$ cat src/rtl/sctl_consts.svh
// Offsets, field positions and reset values of the serial port control block
`ifndef SCTL_CONSTS_SVH
`define SCTL_CONSTS_SVH
`define SCTL_OFF_CONTROL 8'h00
`define SCTL_OFF_STATUS 8'h04
`define SCTL_OFF_FORMAT 8'h08
`define SCTL_OFF_TXDATA 8'h0C
`define SCTL_OFF_RXDATA 8'h10
`define SCTL_OFF_IRQ_STAT 8'h14
`define SCTL_OFF_IRQ_MASK 8'h18
`define SCTL_CTRL_RESET 8'h00
`define SCTL_STAT_RESET 8'h84
`define SCTL_FMT_RESET 8'h00
`define SCTL_TXD_RESET 8'hFF
`define SCTL_ST_TX_BUFFER_EMPTY_FLAG 7
`define SCTL_ST_RX_BUFFER_FULL_FLAG 6
`define SCTL_ST_OVERRUN_FLAG 5
`define SCTL_ST_FER 4
`define SCTL_ST_PER 3
`define SCTL_ST_TEND 2
`define SCTL_ST_MPB 1
`define SCTL_FMT_SYNC 7
`define SCTL_FMT_MP 2
`define SCTL_CLEARABLE 8'hF8
`endif

$ cat src/rtl/sctl_pkg.sv
// Types of the serial port control block
package sctl_pkg;
    // Control register layout, bit 7 down to 0
    typedef struct packed {
        logic tx_irq_enable;
        logic rx_irq_enable;
        logic tx_on;
        logic rx_on;
        logic address_wait_enable;
        logic tx_done_irq_enable;
        logic clock_source_select;
        logic clock_output_enable;
    } sctl_ctrl_t;

    // Character delivered by the receive framer
    typedef struct packed {
        logic valid;
        logic [7:0] data;
        logic frame_address;
        logic framing_fault;
        logic parity_fault;
    } sctl_rx_char_t;

    // Serial clock pin drive
    typedef struct packed {
        logic out;
        logic oe;
        logic internal_clock;
    } sctl_sck_t;

    typedef enum logic [1:0] {
        SCTL_IDLE = 2'b00,
        SCTL_DATA = 2'b01
    } sctl_phase_t;

    // Whole state of the block
    typedef struct packed {
        sctl_phase_t phase;
        logic [7:0] addr;
        logic wr;
        sctl_ctrl_t ctrl;
        logic [7:0] format;
        logic [7:0] status;
        logic [7:0] seen_set;
        logic [7:0] tx_data;
        logic [7:0] rx_data;
        logic [3:0] irq_stat;
        logic [3:0] irq_mask;
        logic tx_start;
        logic [31:0] rdata;
    } sctl_state_t;
endpackage : sctl_pkg

$ cat src/rtl/sctl_top.sv
// Serial port control register logic behind an AHB-Lite slave
//
// The implementer's own choices: the AHB-Lite register port and the register addresses.
`timescale 1ns/100ps
`default_nettype none
`include "sctl_consts.svh"

// Operation
// Control register readable, writable, cleared reset/standby
// Bit 7 gates transmit-empty request
// Read-one-then-clear or disable withdraws transmit-empty
// Bit 6 gates receive-full and receive-error
// Read-one-then-clear or disable withdraws receive requests
// Transmit off holds empty flag at one
// Transmit starts after data write, flag clear
// Software sets format before enabling transfers
// Receive disable keeps receive flags unchanged
// Receive starts on start bit or clock; rx_active is rx_on alone in async and waits for rx_start_seen in sync
// Address wait valid only async multiprocessor
// Address wait skips non-address characters entirely
// Address character sets flag, ends wait
// Bit 2 gates transmit-done request
// Bits 1,0 select clock source, output
// Clock output honoured only async internal
// Format bit 2 selects multiprocessor, async only
// Each request is enable AND flag
module sctl_top (
    input wire logic hclk,
    input wire logic hresetn,
    input wire logic clk_en,
    input wire logic standby,
    input wire logic hsel,
    input wire logic [31:0] haddr,
    input wire logic [1:0] htrans,
    input wire logic hwrite,
    input wire logic [2:0] hsize,
    input wire logic [31:0] hwdata,
    output logic [31:0] hrdata,
    output logic hreadyout,
    output logic hresp,
    input wire logic hready,
    input wire sctl_pkg::sctl_rx_char_t rx_char,
    input wire logic rx_start_seen,
    input wire logic tx_shift_idle,
    input wire logic tx_msb_sending,
    output logic tx_load,
    output logic [7:0] tx_shift_data,
    output logic rx_active,
    output var sctl_pkg::sctl_sck_t sck,
    output logic tx_empty_irq,
    output logic rx_full_irq,
    output logic rx_fault_irq,
    output logic tx_done_irq,
    output logic irq
);
    sctl_pkg::sctl_state_t st;
    sctl_pkg::sctl_state_t next_st;
    logic async_mp;
    logic wait_active;
    logic wr_now;
    logic [7:0] wbyte;
    logic [3:0] events;
    logic rx_take;
    logic rx_addr_char;

    // ------------------------------------------------------------
    // Mode decode
    // ------------------------------------------------------------
    // Multiprocessor format only counts in asynchronous mode
    assign async_mp = !st.format[`SCTL_FMT_SYNC] && st.format[`SCTL_FMT_MP];
    assign wait_active = st.ctrl.address_wait_enable && async_mp;
    assign wr_now = (st.phase == sctl_pkg::SCTL_DATA) && st.wr;
    assign wbyte = hwdata[7:0];
    // A character is taken only when receiving and not skipped
    assign rx_addr_char = rx_char.valid && st.ctrl.rx_on && async_mp && rx_char.frame_address;
    assign rx_take = rx_char.valid && st.ctrl.rx_on && (!wait_active || rx_char.frame_address);

    // ------------------------------------------------------------
    // Next state
    // ------------------------------------------------------------
    // Bus decode, register writes and flag updates
    always_comb begin
        next_st = st;
        next_st.tx_start = 1'b0;
        events = 4'h0;
        if (hready) begin
            if (hsel && htrans[1]) begin
                next_st.phase = sctl_pkg::SCTL_DATA;
                next_st.addr = haddr[7:0];
                next_st.wr = hwrite;
            end else begin
                next_st.phase = sctl_pkg::SCTL_IDLE;
            end
        end
        // Read data latched at the end of the address phase of a read
        next_st.rdata = 32'h0000_0000;
        if (hready && hsel && htrans[1] && !hwrite) begin
            case (haddr[7:0])
                `SCTL_OFF_CONTROL: next_st.rdata = {24'h000000, st.ctrl};
                `SCTL_OFF_STATUS: next_st.rdata = {24'h000000, st.status};
                `SCTL_OFF_FORMAT: next_st.rdata = {24'h000000, st.format};
                `SCTL_OFF_TXDATA: next_st.rdata = {24'h000000, st.tx_data};
                `SCTL_OFF_RXDATA: next_st.rdata = {24'h000000, st.rx_data};
                `SCTL_OFF_IRQ_STAT: next_st.rdata = {28'h0000000, st.irq_stat};
                `SCTL_OFF_IRQ_MASK: next_st.rdata = {28'h0000000, st.irq_mask};
                default: next_st.rdata = 32'h0000_0000;
            endcase
            // Reading the status arms the clear of each flag in bits 7 to 3 seen at one
            if (haddr[7:0] == `SCTL_OFF_STATUS) begin
                next_st.seen_set = st.status & `SCTL_CLEARABLE;
            end
        end
        // Register writes
        if (wr_now) begin
            case (st.addr)
                `SCTL_OFF_CONTROL: next_st.ctrl = wbyte;
                `SCTL_OFF_FORMAT: next_st.format = wbyte;
                `SCTL_OFF_TXDATA: next_st.tx_data = wbyte;
                `SCTL_OFF_STATUS: begin
                    // Zero written clears a flag only if it was read as one
                    next_st.status = st.status & ~(st.seen_set & ~wbyte);
                    next_st.seen_set = st.seen_set & wbyte;
                    if (st.seen_set[`SCTL_ST_TX_BUFFER_EMPTY_FLAG] && !wbyte[`SCTL_ST_TX_BUFFER_EMPTY_FLAG] && st.ctrl.tx_on) begin
                        next_st.tx_start = 1'b1;
                    end
                end
                `SCTL_OFF_IRQ_STAT: next_st.irq_stat = st.irq_stat & ~wbyte[3:0];
                `SCTL_OFF_IRQ_MASK: next_st.irq_mask = wbyte[3:0];
                default: next_st.ctrl = next_st.ctrl;
            endcase
        end
        // Transmit path: the empty flag sets again when the shifter is idle; tx_load does not wait for the shifter
        if (st.ctrl.tx_on && !st.status[`SCTL_ST_TX_BUFFER_EMPTY_FLAG] && tx_shift_idle && !next_st.tx_start) begin
            next_st.status[`SCTL_ST_TX_BUFFER_EMPTY_FLAG] = 1'b1;
            next_st.status[`SCTL_ST_TEND] = 1'b0;
            events[0] = 1'b1;
        end
        if (tx_msb_sending && st.status[`SCTL_ST_TX_BUFFER_EMPTY_FLAG]) begin
            next_st.status[`SCTL_ST_TEND] = 1'b1;
            events[3] = 1'b1;
        end
        // Receive path; rx_on low leaves every receive flag alone
        if (rx_take) begin
            if (st.status[`SCTL_ST_RX_BUFFER_FULL_FLAG]) begin
                next_st.status[`SCTL_ST_OVERRUN_FLAG] = 1'b1;
                events[2] = 1'b1;
            end else begin
                next_st.rx_data = rx_char.data;
                next_st.status[`SCTL_ST_RX_BUFFER_FULL_FLAG] = 1'b1;
                next_st.status[`SCTL_ST_FER] = rx_char.framing_fault;
                next_st.status[`SCTL_ST_PER] = rx_char.parity_fault && !async_mp;
                events[1] = 1'b1;
                events[2] = rx_char.framing_fault || (rx_char.parity_fault && !async_mp);
            end
        end
        if (rx_addr_char) begin
            next_st.status[`SCTL_ST_MPB] = 1'b1;
            next_st.ctrl.address_wait_enable = 1'b0;
        end else if (rx_take && async_mp) begin
            next_st.status[`SCTL_ST_MPB] = 1'b0;
        end
        // Transmit off pins the empty flag high
        if (!next_st.ctrl.tx_on) begin
            next_st.status[`SCTL_ST_TX_BUFFER_EMPTY_FLAG] = 1'b1;
        end
        // Sticky event bits; a set beats a same-cycle clear
        next_st.irq_stat = next_st.irq_stat | events;
        // Standby clears the registers like reset, but not the event bits or their mask
        if (standby) begin
            next_st.ctrl = `SCTL_CTRL_RESET;
            next_st.status = `SCTL_STAT_RESET;
            next_st.format = `SCTL_FMT_RESET;
            next_st.tx_data = `SCTL_TXD_RESET;
            next_st.rx_data = 8'h00;
            next_st.seen_set = 8'h00;
            next_st.tx_start = 1'b0;
        end
    end

    // ------------------------------------------------------------
    // State register
    // ------------------------------------------------------------
    // Whole state, frozen while clk_en is low
    always_ff @(posedge hclk or negedge hresetn) begin
        if (!hresetn) begin
            st <= '{phase: sctl_pkg::SCTL_IDLE, addr: 8'h00, wr: 1'b0, ctrl: `SCTL_CTRL_RESET,
                    format: `SCTL_FMT_RESET, status: `SCTL_STAT_RESET, seen_set: 8'h00,
                    tx_data: `SCTL_TXD_RESET, rx_data: 8'h00, irq_stat: 4'h0, irq_mask: 4'h0,
                    tx_start: 1'b0, rdata: 32'h0000_0000};
        end else if (clk_en) begin
            st <= next_st;
        end
    end

    // ------------------------------------------------------------
    // Outputs
    // ------------------------------------------------------------
    // Bus answers with no wait state
    assign hrdata = st.rdata;
    assign hreadyout = 1'b1;
    assign hresp = 1'b0;
    // Transmit and receive gating
    assign tx_load = st.tx_start;
    assign tx_shift_data = st.tx_data;
    assign rx_active = st.ctrl.rx_on && (rx_start_seen || !st.format[`SCTL_FMT_SYNC]);
    // Clock pin: out in sync internal, or async internal with output on
    assign sck.internal_clock = !st.ctrl.clock_source_select;
    assign sck.out = !st.ctrl.clock_source_select &&
                     (st.format[`SCTL_FMT_SYNC] || st.ctrl.clock_output_enable);
    assign sck.oe = sck.out;
    // Requests are enable AND flag
    assign tx_empty_irq = st.ctrl.tx_irq_enable && st.status[`SCTL_ST_TX_BUFFER_EMPTY_FLAG];
    assign rx_full_irq = st.ctrl.rx_irq_enable && st.status[`SCTL_ST_RX_BUFFER_FULL_FLAG];
    assign rx_fault_irq = st.ctrl.rx_irq_enable &&
                          (|st.status[`SCTL_ST_OVERRUN_FLAG:`SCTL_ST_PER]);
    assign tx_done_irq = st.ctrl.tx_done_irq_enable && st.status[`SCTL_ST_TEND];
    assign irq = |(st.irq_stat & st.irq_mask);
endmodule : sctl_top
`default_nettype wire

$ cat config.mk
export PLATFORM = sky130hd
export DESIGN_NAME = sctl_top
export DESIGN_NICKNAME = d
export VERILOG_FILES = /design/src/rtl/sctl_pkg.sv /design/src/rtl/sctl_top.sv
export VERILOG_INCLUDE_DIRS = /design/src /design/src/rtl
export SDC_FILE = /design/constraint.sdc
export NUM_CORES = 1
export LEC_CHECK = 0
export ABC_AREA = 1
export BUFFER_PORTS_ARGS = -buffer_cell sky130_fd_sc_hd__buf_4
export CAP_MARGIN = 20
export CELL_PAD_IN_SITES_DETAIL_PLACEMENT = 0
export CELL_PAD_IN_SITES_GLOBAL_PLACEMENT = 1
export CORE_MARGIN = 4
export CORE_UTILIZATION = 39
export CTS_CLUSTER_DIAMETER = 80
export DETAILED_ROUTE_END_ITERATION = 12
export PLACE_DENSITY_LB_ADDON = 0.1
export SYNTH_ARGS = -nofsm -noshare
export SYNTH_HDL_FRONTEND = slang
export SYNTH_SLANG_ARGS = --single-unit
$ cat constraint.sdc
create_clock -name hclk -period 2.75 [get_ports hclk]
set_input_delay 0.1375 -clock hclk [delete_from_list [all_inputs] [get_ports hclk]]
set_output_delay 0.1375 -clock hclk [all_outputs]
set_load 0.01 [all_outputs]
==> flow_summary_export.csv <==
group,metric,value,unit
status,status,"complete, but fails checks",
status,violations,"negative hold slack",
final_layout,area_growth,13.2,%
synth,synth_top_flop_cell,"dfrtp_1",
placement,port_buffers,64,
synth,synthArstFlopShare,100,%
setup_path,cp_slowest_stage_delay,0.63,ns
clock_network,post_cts.repair.setup_buffers,0,
job,maxCapViolations,0,
global_route,antenna_found_initial,0,
final_layout,instances_no_fill,841,
clock_network,numCtsBuffers,9,
final_layout,drive_above_1_share,18.8,%
synth,synth_edf_count,0,
clock_network,postCtsResizedCells,0,
global_route,grt_usage,21.4,%
synth,yosysSeqAreaShare,40.4,%
global_route,grt_pass1_vias,4226,
setup_path,crit_required,3.03,ns
power,powerDensity,507,mW/mm^2
clock_network,cts_max_path_buffers,2,
setup_path,path_cells,"inv_1 > nand2_1 > o21ai_1 > nor2_1 > nand2_2 > a21oi_1 > and2_1",
final_layout,nNetsFinal,784,
setup_path,cp_num_buf_inv,1,
synth,synth_top_area_share,34.8,%
synth,syn_area_per_cell,7.18,sq um
routing,detail-route-antenna-nets,0,
final_layout,antennaDiodeCount,0,
sta,skew,0.00819,ns
power,power.share.sequential,45.1,%
sta,setup_tns,0,ns
final_layout,postLayoutCoreUtil,45.8,%
synth,synthTopCellsByArea,"dfrtp_1, nand2_1, nand3_1",
floorplanning,fp.coreArea,0.0116,sq mm
routing,wl,14400,um
synth,yosys.area.top_type,"dfrtp_1",
synth,syn_inst,651,
routing,vias,4225,
setup_path,path_class,"reg -> reg",
clock_network,cts_num_sinks,75,
placement,place_inst,825,
power,power.leakage,2.81,nW
sta,fin_crit_sh,77.7,%
sta,whs,-0.0763,ns
floorplanning,die-area,0.0138,sq mm
setup_path,crit_arrival,2.42,ns
floorplanning,ios,143,
synth,syn_area,0.00468,sq mm
setup_path,crit_family,"simple AND/OR/NAND/NOR gates",
power,pwr-share-clk,41.3,%
routing,drc_errors,0,
floorplanning,rows,39,
sta,setup_violations,0,
sta,slew_violations,0,
placement,hpwl,10600,um
clock_network,clk_latency,0.35,ns
clock_network,clk_pin_slew,0.06,ns
clock_network,clock-root-buffer,"clkbuf_16",
final_layout,fillers,1206,
floorplanning,die_x,117,um
setup_path,cp-start-kind,"flop",
routing,first_pass_iters,5,
synth,ys_warn_count,0,
hold_path,hold_class,"in -> async",
sta,hold_viol,47,
placement,finalWeightedCongestion,0.852,
power,peakVddDrop,0.263,mV
setup_path,rrSetupSlack,0.61,ns
setup_path,path_max_fanout,12,
floorplanning,initial_core_util,40.4,%
routing,via_per_inst,5.02,
sta,fmax,468,MHz
synth,ys_types,34,
clock_network,cts_hold_buf,0,
routing,post_drt_wl_per_cell,17.1,um
sta,fin_crit,2.14,ns
clock_network,htreeDepth,3,
sta,relSlewSlack,33.6,%
global_route,grt_remaining_overflow,0,
clock_network,cts_tree,"done",
setup_path,end_kind,"flop",
global_route,grt_pass1_wl,23200,um
global_route,grt_max_degree,76,
setup_path,cp_slowest_cell,"nor2_1",
sta,rsz0062_at_grt,"no",
synth,synth_seq_cells,75,
power,power_frac_comb,13.6,%
power,p_int,1.90,mW
floorplanning,die_h,117,um
sta,worst_pin_slew,0.996,ns
routing,drt-initial-drc-count,370,
power,p_switching,786,uW
power,switching_share,29.3,%
flip-flops by register name, summed over array words and instances, names as in the netlist:
signal,cells
hrdata,8
tx_load,1
st,58
tx_shift_data,8
final timing paths:
path	depth (start not counted)	startpoint	to
setup / recovery	7	st[80]$_DFFE_PN0P_	st[71]$_DFFE_PN0P_
hold / removal	1	hresetn	st[91]$_DFFE_PN0P_
setup reg to reg	7	st[80]$_DFFE_PN0P_	st[71]$_DFFE_PN0P_
hold reg to reg	2	st[73]$_DFFE_PN0P_	st[73]$_DFFE_PN0P_
max in group asynchronous	1	hresetn	st[86]$_DFFE_PN0P_
min in group hclk	3	rx_char[4]	st[42]$_DFFE_PN0P_
cells in the mapped netlist (2+ instances only):
library cell  instances
inv_2                 9
nand2_2               8
nand2_4               2
clkbuf_1              3
o211ai_1              3
conb_1                2
dfstp_2              10
dfrtp_1              65
nor2_1               50
nand2_1             209
nand4_1               7
nor2_2                5
nor2_4               12
a21oi_1              18
nor3_1                2
inv_1                61
o21ai_0              23
buf_1                 2
buf_4                48
o31ai_1               3
o21ai_1               5
nand3_1              87
nand3_2               2
buf_2                 5
metrics by stage:
step           power, mW  setup slack (ns)  cell area, sq um
5_1_grt             2.81             0.401              5290
3_5_place_dp        1.59             0.685              5030
6_report            2.68             0.614              5290
3_3_place_gp        1.58             0.739              5030
4_1_cts             2.70             0.659              5290
2_1_floorplan       1.47              1.39              4770
placed cells by master, fill, tap and decap left out, types with 3 or more instances in the layout:
cell / n
nor2_4: 12
a21oi_1: 18
inv_2: 9
o21ai_0: 23
nor2_2: 5
nand2_2: 8
nand3_1: 87
nand4_1: 7
o211ai_1: 3
o21ai_1: 5
o31ai_1: 3
clkinv_2: 3
dfstp_2: 10
nor2_1: 50
clkbuf_16: 9
nand2_1: 209
inv_1: 61
conb_1: 26
clkbuf_1: 3
dfrtp_1: 65
buf_4: 65
layout make-up:
class | count | area, sq um | share of cell area (%)
clock buffers | 13 | 250 | 4.73
clock inverters | 3 | 15.0 | 0.284
inverters | 70 | 263 | 4.96
multi-input cells | 472 | 2210 | 41.7
flip-flops and latches | 75 | 1890 | 35.7
well taps | 143 | 179 | 3.38
repair buffers | 65 | 488 | 9.22
power groups by stage:
stage | Clock (mW) | Combinational (mW) | Sequential (mW)
after floorplan | 0 | 0.254 | 1.21
after global placement | 0 | 0.358 | 1.23
after global routing | 1.19 | 0.406 | 1.21
after CTS | 1.13 | 0.366 | 1.21
after detailed placement | 0 | 0.364 | 1.23
final | 1.11 | 0.365 | 1.21
logic make-up after synthesis:
family                 synth area share, %
flip-flops                            40.4
buffers and inverters                 14.3
other                                0.161
AND/OR/NAND/NOR                       37.8
AO/OA/AOI/OAI                         7.36
routing by layer:
metal | global-route usage, % | part of all wire (%)
met1 | 29.8 | 46
met2 | 33.7 | 46
met3 | 4.23 | 6.7
met4 | 6.30 | 1.4
met5 | 0 | 0
Note: power is estimated with default switching activity, not from simulation.
